### config.mk
export PLATFORM = sky130hd
export DESIGN_NAME = bus_interrupt_vector_routing
export DESIGN_NICKNAME = d
export VERILOG_FILES = /design/src/irq_route_pkg.sv /design/src/bus_interrupt_vector_routing.sv /design/src/irq_priority_pick.sv
export SDC_FILE = /design/constraint.sdc
export NUM_CORES = 1
export LEC_CHECK = 0
export BUFFER_PORTS_ARGS = -buffer_cell sky130_fd_sc_hd__buf_2
export CAP_MARGIN = 5
export CORE_ASPECT_RATIO = 1.4
export CORE_MARGIN = 3
export CORE_UTILIZATION = 40
export DETAILED_ROUTE_END_ITERATION = 6
export MAX_ROUTING_LAYER = met4
export PLACE_DENSITY = 0.63
export SLEW_MARGIN = 20
export SYNTH_ARGS = -nofsm -noshare
export SYNTH_HDL_FRONTEND = slang
export SYNTH_SLANG_ARGS = --single-unit
### constraint.sdc
create_clock -name i_clk -period 2.6 [get_ports i_clk]
set_clock_uncertainty 0.15 [all_clocks]
set_input_delay 0 -clock i_clk [delete_from_list [all_inputs] [get_ports i_clk]]
set_output_delay 0 -clock i_clk [all_outputs]
set_load 0.05 [all_outputs]
### src/irq_route_pkg.sv
package irq_route_pkg;
  localparam int unsigned NUM_INPUTS = 8;
  localparam logic [2:0] OFS_CMD = 3'h4;
  localparam logic [2:0] OFS_DATA = 3'h5;
  localparam logic [1:0] GROUP_PIC = 2'h0;
  localparam int unsigned INIT_FLAG_BIT = 4;
  localparam int unsigned SPACING_FLAG_BIT = 2;
  localparam logic [7:0] CALL_OPCODE = 8'hcd;
  localparam logic [7:0] MASK_RESET = 8'h00;
  localparam logic [7:0] INIT_ONE_RESET = 8'h00;
  localparam logic [7:0] INIT_TWO_RESET = 8'h00;
  localparam logic [1:0] VEC_BYTES = 2'h3;
  typedef enum logic [1:0] {
    ACK_IDLE = 2'b00,
    ACK_LOW = 2'b01,
    ACK_HIGH = 2'b10
  } ack_state_e;
endpackage : irq_route_pkg

### src/bus_interrupt_vector_routing.sv
`timescale 1ns/1ps
// Behaviour
// - eight request inputs, each individually maskable
// - lowest unmasked active input served first
// - answer with three-byte call over reads
// - input zero first entry, 4/8 byte steps
// - registers only at offsets 4, 5, group 0
// - inputs wired: vectored, serial, printer, clock
// - offset 4 with bit 4 starts init
// - word one: flags low, address bits 5-7
// - offset 5 is word two only after one
// - jumper linked: master drives call opcode and address
// - jumper grounded: never drive vector bytes
// - vector gating never blocks request outputs
// - master routes request to general line
// - slave without cascade cable drives its own vectored line
// - slave ignores vectored-line inputs
// - cascade cable carries one slave's request
// - cascade: three id lines plus request
// - master request pulls general line low
// - first acknowledge outputs call opcode
// - master with jumper linked asserts address disable from acknowledge until third read
module bus_interrupt_vector_routing
  import irq_route_pkg::*;
(
  input wire logic i_clk,
  input wire logic i_rst,
  input wire logic i_io_wr,
  input wire logic i_io_rd,
  input wire logic [2:0] i_io_offset,
  input wire logic [1:0] i_group,
  input wire logic i_ctrl_enable,
  input wire logic [7:0] i_wr_data,
  input wire logic i_mem_rd,
  input wire logic i_int_ack,
  input wire logic [2:0] i_vectored_in,
  input wire logic [2:0] i_serial_device_irq,
  input wire logic i_print_wheel_ready,
  input wire logic i_clock_timed_pulse,
  input wire logic i_is_master,
  input wire logic [1:0] i_slave_line,
  input wire logic i_vector_gating_jumper,
  input wire logic i_request_routing_pads,
  input wire logic i_cascade_cable,
  input wire logic [1:0] i_cascade_input,
  input wire logic i_cascade_req,
  input wire logic [2:0] i_cascade_id_in,
  output logic o_pint_n,
  output logic [2:0] o_vectored_out_n,
  output logic [2:0] o_cascade_id,
  output logic o_cascade_id_oe,
  output logic o_cascade_req,
  output logic o_addr_disable,
  output logic [7:0] o_data_in,
  output logic o_data_oe,
  output logic o_int_pending
);
  import irq_route_pkg::*;

  logic [7:0] raw_s1_q;
  logic [7:0] raw_s2_q;
  logic [2:0] cas_s1_q;
  logic [2:0] cas_s2_q;
  logic ack_s1_q;
  logic ack_s2_q;
  logic ack_prev_q;
  logic rd_s1_q;
  logic rd_s2_q;
  logic rd_prev_q;
  logic [7:0] mask_q;
  logic [7:0] init_one_q;
  logic [7:0] init_two_q;
  logic expect_two_q;
  logic ready_q;
  ack_state_e ack_state_q;
  logic [2:0] served_q;
  logic [15:0] call_addr_q;
  logic [1:0] bytes_left_q;
  logic [7:0] data_q;
  logic drive_q;
  logic [7:0] raw_req;
  logic [7:0] live_req;
  logic any_req;
  logic [2:0] pick_idx;
  logic sel_cmd;
  logic sel_data;
  logic ack_rise;
  logic rd_rise;

  function automatic logic [15:0] call_address(input logic [7:0] one, input logic [7:0] two,
                                               input logic [2:0] n);
    logic [15:0] base;
    base = {two, one[7:5], 5'h00};
    if (one[SPACING_FLAG_BIT]) begin
      call_address = base | {11'h000, n, 2'h0};
    end else begin
      call_address = {base[15:6], 6'h00} | {10'h000, n, 3'h0};
    end
  endfunction : call_address

  always_comb begin
    raw_req[2:0] = i_vectored_in;
    raw_req[5:3] = i_serial_device_irq;
    raw_req[6] = i_print_wheel_ready;
    raw_req[7] = i_clock_timed_pulse;
    if (i_cascade_cable && i_is_master && i_cascade_input != 2'h3) begin
      raw_req[i_cascade_input] = i_cascade_req;
    end
  end

  // pins are asynchronous to the clock
  always_ff @(posedge i_clk) begin
    if (i_rst) begin
      raw_s1_q <= 8'h00;
      raw_s2_q <= 8'h00;
      cas_s1_q <= 3'h0;
      cas_s2_q <= 3'h0;
      ack_s1_q <= 1'b0;
      ack_s2_q <= 1'b0;
      rd_s1_q <= 1'b0;
      rd_s2_q <= 1'b0;
    end else begin
      raw_s1_q <= raw_req;
      raw_s2_q <= raw_s1_q;
      cas_s1_q <= i_cascade_id_in;
      cas_s2_q <= cas_s1_q;
      ack_s1_q <= i_int_ack;
      ack_s2_q <= ack_s1_q;
      rd_s1_q <= i_mem_rd;
      rd_s2_q <= rd_s1_q;
    end
  end

  always_ff @(posedge i_clk) begin
    if (i_rst) begin
      ack_prev_q <= 1'b0;
      rd_prev_q <= 1'b0;
    end else begin
      ack_prev_q <= ack_s2_q;
      rd_prev_q <= rd_s2_q;
    end
  end

  assign ack_rise = ack_s2_q && !ack_prev_q;
  assign rd_rise = rd_s2_q && !rd_prev_q;

  assign sel_cmd = i_ctrl_enable && i_group == GROUP_PIC && i_io_offset == OFS_CMD;
  assign sel_data = i_ctrl_enable && i_group == GROUP_PIC && i_io_offset == OFS_DATA;

  always_comb begin
    live_req = raw_s2_q & ~mask_q;
    if (!i_is_master) begin
      live_req[2:0] = 3'h0;
    end
    if (!ready_q) begin
      live_req = 8'h00;
    end
  end

  irq_priority_pick #(
    .WIDTH(NUM_INPUTS)
  ) u_pick (
    .i_req(live_req),
    .o_any(any_req),
    .o_index(pick_idx)
  );

  // init word sequencing
  always_ff @(posedge i_clk) begin
    if (i_rst) begin
      init_one_q <= INIT_ONE_RESET;
      init_two_q <= INIT_TWO_RESET;
      expect_two_q <= 1'b0;
      ready_q <= 1'b0;
      mask_q <= MASK_RESET;
    end else if (i_io_wr && sel_cmd && i_wr_data[INIT_FLAG_BIT]) begin
      init_one_q <= i_wr_data;
      expect_two_q <= 1'b1;
      ready_q <= 1'b0;
      mask_q <= MASK_RESET;
    end else if (i_io_wr && sel_data) begin
      if (expect_two_q) begin
        init_two_q <= i_wr_data;
        ready_q <= 1'b1;
      end else begin
        mask_q <= i_wr_data;
      end
      expect_two_q <= 1'b0;
    end else if ((i_io_wr || i_io_rd) && (sel_cmd || sel_data)) begin
      // any other access breaks the pairing
      expect_two_q <= 1'b0;
    end
  end

  always_ff @(posedge i_clk) begin
    if (i_rst) begin
      ack_state_q <= ACK_IDLE;
      served_q <= 3'h0;
      call_addr_q <= 16'h0000;
      bytes_left_q <= 2'h0;
      data_q <= 8'h00;
      drive_q <= 1'b0;
    end else begin
      case (ack_state_q)
        ACK_IDLE: begin
          drive_q <= 1'b0;
          if (ack_rise && any_req) begin
            served_q <= pick_idx;
            call_addr_q <= call_address(init_one_q, init_two_q, pick_idx);
            bytes_left_q <= VEC_BYTES;
            data_q <= CALL_OPCODE;
            drive_q <= i_is_master && i_vector_gating_jumper;
            ack_state_q <= ACK_LOW;
          end
        end
        ACK_LOW: begin
          if (rd_rise) begin
            data_q <= call_addr_q[7:0];
            bytes_left_q <= bytes_left_q - 2'h1;
            ack_state_q <= ACK_HIGH;
          end
        end
        ACK_HIGH: begin
          if (rd_rise) begin
            if (bytes_left_q == 2'h2) begin
              data_q <= call_addr_q[15:8];
              bytes_left_q <= bytes_left_q - 2'h1;
            end else begin
              bytes_left_q <= 2'h0;
              drive_q <= 1'b0;
              ack_state_q <= ACK_IDLE;
            end
          end
        end
        default: begin
          ack_state_q <= ACK_IDLE;
          drive_q <= 1'b0;
        end
      endcase
    end
  end

  assign o_addr_disable = (ack_state_q != ACK_IDLE) && i_is_master && i_vector_gating_jumper;
  assign o_data_in = data_q;
  assign o_data_oe = drive_q;

  always_ff @(posedge i_clk) begin
    if (i_rst) begin
      o_pint_n <= 1'b1;
      o_vectored_out_n <= 3'h7;
      o_cascade_req <= 1'b0;
      o_int_pending <= 1'b0;
    end else begin
      o_int_pending <= any_req;
      o_pint_n <= !(i_request_routing_pads && i_is_master && any_req);
      o_vectored_out_n <= 3'h7;
      if (i_request_routing_pads && !i_is_master && !i_cascade_cable && any_req
          && i_slave_line != 2'h3) begin
        o_vectored_out_n[i_slave_line] <= 1'b0;
      end
      o_cascade_req <= i_request_routing_pads && !i_is_master && i_cascade_cable && any_req;
    end
  end

  always_ff @(posedge i_clk) begin
    if (i_rst) begin
      o_cascade_id <= 3'h0;
      o_cascade_id_oe <= 1'b0;
    end else begin
      o_cascade_id <= served_q;
      o_cascade_id_oe <= i_is_master && ack_state_q != ACK_IDLE;
    end
  end

  logic unused_cas;
  assign unused_cas = ^cas_s2_q;
endmodule : bus_interrupt_vector_routing

### src/irq_priority_pick.sv
`timescale 1ns/1ps
module irq_priority_pick #(
  parameter int unsigned WIDTH = 8
) (
  input wire logic [WIDTH-1:0] i_req,
  output logic o_any,
  output logic [2:0] o_index
);
  // lowest index wins
  always_comb begin
    o_any = 1'b0;
    o_index = 3'h0;
    for (int i = WIDTH - 1; i >= 0; i--) begin
      if (i_req[i]) begin
        o_any = 1'b1;
        o_index = 3'(i);
      end
    end
  end
endmodule : irq_priority_pick

======== Yosys cells after proc, flatten, opt, wreduce, memory -nomap -nowiden ========
Cells that the tools add are included.
W data, S select, Z words.
cells by class
  add/sub/neg operators ................... 1
  order comparisons ....................... 4
  equality and inequality tests ........... 12
  muxes and demuxes ....................... 47
  bitwise gates (word level) .............. 9
  reduce and logical (&&, ||, !) cells .... 47
operator list
  cell                  count
  $mux W8               6
  $mux W3               9
  $logic_and A1 B1 Y1   25
  $pmux W8 S3           1
  $mux W1               16
  $mux W16              1
  $mux W2               8
  $or A16 B5 Y16        1
  $or A16 B6 Y16        1
  $ne A2 B2 Y1 const B  7
  $pmux W2 S3           2
  $and A8 B8 Y8         1
  $bwmux W8             1
  $not A8 Y8            1
  $reduce_and A4 Y1     2
  $eq A3 B3 Y1 const B  2
  $reduce_and A2 Y1     3
  $reduce_and A3 Y1     2
  $reduce_bool A3 Y1    2
  $logic_not A1 Y1      5
  $reduce_and A5 Y1     1
  $demux W1 S2          2
  $eq A2 B2 Y1 const B  2
  $ge A2 B1 Y1 const B  2
  11 further kinds      17
storage, ports and cells
  register bits ........................... 90
  bits of input ports ..................... 40
  output and inout bits ................... 20
  logic and storage cells ................. 145

======== Depth between registers and ports, before layout ========
  depth in word-level cells ............... 16
  depth in mapped cells ................... 9
  gate-level depth less buffers ........... 7

======== Cells and area by module ========
Synthesis repeated with hierarchy kept, for this count alone.
second synthesis, totals
  cell total of the unflattened synthesis .. 345
  area, all modules ....................... 3358.2 um^2
by module, submodules not included
  module                        instances  cells an instance  area each (um^2)  seq. area each (um^2)
  bus_interrupt_vector_routing  1          332                3278.1            1681.6
  irq_priority_pick             1          13                 80.1              0.0

======== Worst setup path before layout ========
Ideal clock, no wire load.
  path type ............................... register to register
  start ................................... reg ack_state_q[1]
  end ..................................... reg bytes_left_q[1]
  setup time .............................. 0.123 ns
  arrival ................................. 1.677 ns
  data required time ...................... 2.327 ns
  setup slack ............................. 0.650 ns
  stages on the path, launching flop included .. 7
  buffers on the path ..................... 0
  clock period less this slack ............ 1.950 ns
  path through ............................ dfxtp_1 inv_1 ha_1 or2_1 a221o_1 or2_1 mux2_1
on the way
  cells in the longest elaborated chain, start to end .. 3
  elaborated cells between the ends (all ways) .. 9
  classes of those cells .................. eq/ne: 5; mux: 1; reduce/logical: 3
RTL lines
  item                                                                 RTL line                             source
  start: declaration                                                   bus_interrupt_vector_routing.sv:75   ack_state_e ack_state_q;
  start signal: assignment                                             bus_interrupt_vector_routing.sv:197  ack_state_q <= ACK_IDLE;
  start signal: assignment                                             bus_interrupt_vector_routing.sv:213  ack_state_q <= ACK_LOW;
  start signal: assignment                                             bus_interrupt_vector_routing.sv:220  ack_state_q <= ACK_HIGH;
  $eq A2 B1 Y1, or another cell as far along                           bus_interrupt_vector_routing.sv:204  case (ack_state_q)
  $ne A2 B2 Y1 (no source line) or $reduce_bool A3 Y1 (tied branches)  n/a
  $reduce_and A4 Y1 (no source line)                                   n/a
  end signal: assignment                                               bus_interrupt_vector_routing.sv:219  bytes_left_q <= bytes_left_q - 2'h1;
  end signal: assignment                                               bus_interrupt_vector_routing.sv:227  bytes_left_q <= bytes_left_q - 2'h1;
  end: declaration                                                     bus_interrupt_vector_routing.sv:78   logic [1:0] bytes_left_q;
Several ways; a longest one is shown, not always the timed one.
A chain may end at the register's enable or synchronous reset.

======== Worst setup path after layout ========
  start ................................... reg mask_q[4]
  end ..................................... reg drive_q, in the netlist o_data_oe
on the way
  cells in the longest elaborated chain, start to end .. 11
RTL lines
  item                      RTL line                             source
  start: declaration        bus_interrupt_vector_routing.sv:70   logic [7:0] mask_q;
  start signal: assignment  bus_interrupt_vector_routing.sv:186  mask_q <= i_wr_data;
  $not A8 Y8                bus_interrupt_vector_routing.sv:151  live_req = raw_s2_q & ~mask_q;
  $and A8 B8 Y8             bus_interrupt_vector_routing.sv:151
  $mux W8                   bus_interrupt_vector_routing.sv:155  if (!ready_q) begin
  $mux W1 (5 in a row)      irq_priority_pick.sv:14              if (i_req[i]) begin
  $logic_and A1 B1 Y1       bus_interrupt_vector_routing.sv:207  if (ack_rise && any_req) begin
  $mux W1                   bus_interrupt_vector_routing.sv:207
  $pmux W1 S3               bus_interrupt_vector_routing.sv:204
  end signal: assignment    bus_interrupt_vector_routing.sv:212  drive_q <= i_is_master && i_vector_gating_jumper;
  end: declaration          bus_interrupt_vector_routing.sv:80   logic drive_q;
No other way between the ends.

==> reports/qor.yml <==
outcome:
  status: "finished clean"
synth:
  synth_compound_area_share_pct: 15.8
  synth_top_family_by_area: "simple AND/OR/NAND/NOR gates"
  yosysTopAreaCellShare_pct: 49.3
  yosys.area_share.simple_pct: 18.6
  ys_top_cells_by_area: "dfxtp_1 (49%), mux2i_1 (11%), nor2b_1 (5.3%)"
  netlist_instances: 335
  ys_seq_elements: 84
  ys_async_sr_fraction_pct: 0
  yosysTopAreaCell: "dfxtp_1"
  ys_types: 59
  seq_area_frac_synth_pct: 49.3
  synth_area_per_cell_um2: 10.2
  synth_mux_area_share_pct: 10.9
  synthesis.area_um2: 3410
  syn-num-nets: 381
  synth_edf_count: 0
  synthXorXnorAreaFrac_pct: 0
  ys.flop_type: "dfxtp_1"
  synthAdderAreaFrac_pct: 2.20
  ys_warn_count: 0
sta:
  max_slew_margin_pct: 64.4
  period_needed_ns: 2.44
  setup_slack_ns: 0.159
  max_freq_mhz: 410
  finalSetupViolCount: 0
  drv_slew: 0
  timing.hold.ws_ns: 0.0608
  setup-tns-final_ns: 0
  hold_viol_final: 0
  worst_slew_pin_slew_ns: 0.529
  fin_crit_sh_pct: 93.9
  rsz0062_at_grt: "no"
placed_design:
  place.detailed.hpwl_um: 5360
  dp.cells: 485
  io_buffers: 56
  routabilityCongestion: 0.898
  place_ws_ns: 0.443
  place_area_um2: 3810
floorplanning:
  core.rowCount: 39
  core_area_um2: 8250
  die_h_um: 115
  initial_core_util_pct: 41.4
  die_width_um: 84.1
  die-area_um2: 9690
  io_pins: 60
power:
  p_per_area_nw_per_um2: 607
  p_total_mw: 2.76
  p_comb_share_pct: 5.3
  power.internal_mw: 2.21
  leakage_nw: 1.90
  switching_share_pct: 20.2
  seqPwrFrac_pct: 47.4
  power_frac_clock_pct: 47.4
  p_sw_uw: 558
  vdd_drop_max_v: 0.000398
run:
  maxCapViolations: 0
global_routing:
  grt_start_max_net_pins: 39
  antenna_found_initial: 0
  gr-total-overflow: 0
  grt_pass1_wl_um: 13000
  grt.total_usage_pct: 17.6
  grt_pass1_vias: 2665
cells_and_area:
  final_area_um2: 4550
  antennaDiodeCount: 0
  drive_gt1_share_pct: 21.1
  stdcell_count: 543
  final_nets: 482
  syn2layout_area_growth_pct: 33.4
  postLayoutCoreUtil_pct: 55.2
drt:
  drc_errors: 0
  drt-pass1-iter-count: 6
  vias: 2728
  ant_nets: 0
  post_drt_wl_per_cell_um: 14.3
  initialDrtViolationCount: 114
  finalWirelength_um: 7780
  drt-vias-per-instance: 5.02
clocking:
  clk_pin_slew_ns: 0.06
  clock-sinks: 84
  numCtsBuffers: 9
  cts_max_path_buffers: 2
  h-tree-depth: 3
  cts_root_buf: "clkbuf_16"
  cts_tree: "yes"
  clock_latency_ns: 0.33
  post_cts_buffers: 0
critical_path:
  critPathArrivalTime_ns: 2.57
  path_class: "flop to flop"
  crit_required_ns: 2.73
  setup.worst_path.end_class: "flop"
  critical_path.slowest_cell: "dlygate4sd3_1"
  start_kind: "flop"
  worst-path-max-fanout: 5
  crit_chain: "nand2b_1, a41oi_4, o311ai_4, or4_1, a21oi_1, dlygate4sd3_1"
  crit_path_max_incr_delay_ns: 0.55
worst_hold_path:
  hold_path.class: "input pin to flop"
-- routing by layer --
| metal | up-vias | global-route usage (%) | routed length (um) |
|---|---|---|---|
| met4 | 0 | 8.15 | 165 |
| li1 | 1395 | - | - |
| met2 | 59 | 30.5 | 4130 |
| met1 | 1260 | 19.2 | 3190 |
| met5 | - | - | 0 |
| met3 | 14 | 3.87 | 293 |
-- worst max-delay path, delay by kind of cell (launching register included) --
kind | cells | cell delay [ns]
buffers and inverters | 1 | 0.55
AND/OR/NAND/NOR | 2 | 0.74
AO/OA/AOI/OAI | 3 | 0.63
flip-flops | 1 | 0.31
-- layout by cell type, fill, tap and decap left out, types with 3 or more instances in the layout --
| master | instances |
|---|---|
| mux2i_1 | 36 |
| buf_2 | 56 |
| o31ai_1 | 3 |
| ha_1 | 6 |
| dfxtp_1 | 84 |
| nor2b_1 | 29 |
| inv_1 | 6 |
| a21oi_1 | 12 |
| nor2_1 | 38 |
| nand3b_1 | 4 |
| o21ai_0 | 8 |
| dlygate4sd3_1 | 42 |
| clkbuf_8 | 3 |
| nand2_1 | 15 |
| a31oi_1 | 3 |
| nand2b_1 | 5 |
| buf_4 | 8 |
| a31o_1 | 3 |
| o21ai_1 | 4 |
| a221oi_1 | 3 |
| clkbuf_16 | 9 |
| a2111oi_0 | 3 |
| a221o_1 | 4 |
| nor3_1 | 4 |
| nand2b_4 | 3 |
| o2111ai_1 | 5 |
-- power by group through the flow --
| stage | clock (mW) | sequential [mW] | combinational [mW] |
|---|---|---|---|
| 3_3_place_gp | 0 | 1.34 | 0.0975 |
| 2_1_floorplan | 0 | 1.34 | 0.0547 |
| 6_report | 1.31 | 1.31 | 0.145 |
| 5_1_grt | 1.39 | 1.31 | 0.160 |
| 4_1_cts | 1.34 | 1.31 | 0.143 |
| 3_5_place_dp | 0 | 1.34 | 0.0995 |
-- layout make-up --
cell class	count	area (um2)
Timing Repair Buffer	106	761
Multi-Input combinational cell	227	1640
Sequential cell	84	1680
Clock inverter	3	43.8
Fill cell	719	3690
Clock buffer	13	270
Inverter	8	30.0
Tap cell	102	128
-- synth_stat cells, types with 2 or more instances --
library cell and number:
clkbuf_1 9, or2_1 2, a21oi_1 12, o21ai_1 4, nand2_1 15, buf_4 2
o21ai_0 8, buf_1 2, nor4_1 2, a31o_1 3, inv_1 6, a21boi_0 2
buf_2 2, ha_1 6, nand2b_1 5, dfxtp_1 84, nand3b_1 4, nand2b_4 3
a31oi_1 3, mux2i_1 36, a2111oi_0 3, nand3_1 2, nor2b_1 29, o31ai_1 3
a221o_1 4, o211a_1 2, o2111ai_1 5, o21bai_1 2, nand4b_1 2, a221oi_1 3
nor3_1 4, a22oi_1 2, nor2_1 38
-- what timing repair did --
item / 4_1_cts / 5_1_grt
endpoints found under the setup margin: 0 / 5
hold endpoints to repair: 49 / 0
gates resized for setup: 0 / 3
hold buffers: 42 / 0
-- cells by family (layout without fill, tap and decap cells) --
kind of cell,after synthesis,count (layout)
AND/OR/NAND/NOR,116,116
AO/OA/AOI/OAI,68,68
flip-flops,84,84
adder cells (fa/ha/maj),6,6
multiplexers,37,37
buffers and inverters,24,130
-- sequential cells by signal (all words and copies together), names as in the netlist, 2 cells and up --
register          flops
init_one_q            4
raw_s1_q              8
call_addr_q          14
o_cascade_id          3
raw_s2_q              8
o_data_in             8
served_q              3
bytes_left_q          2
mask_q                8
ack_state_q           2
o_vectored_out_n      3
init_two_q            8
-- final timing paths --
path,start,to,slack [ns],cells after the start
worst max register to register,mask_q[4],o_data_oe,0.16,6
worst max-delay path,mask_q[4],o_data_oe,0.16,6
worst min register to register,raw_s1_q[5],raw_s2_q[5],0.29,1
worst min-delay path,i_group[1],expect_two_q,0.06,5
(Power assumes the default switching activity.)
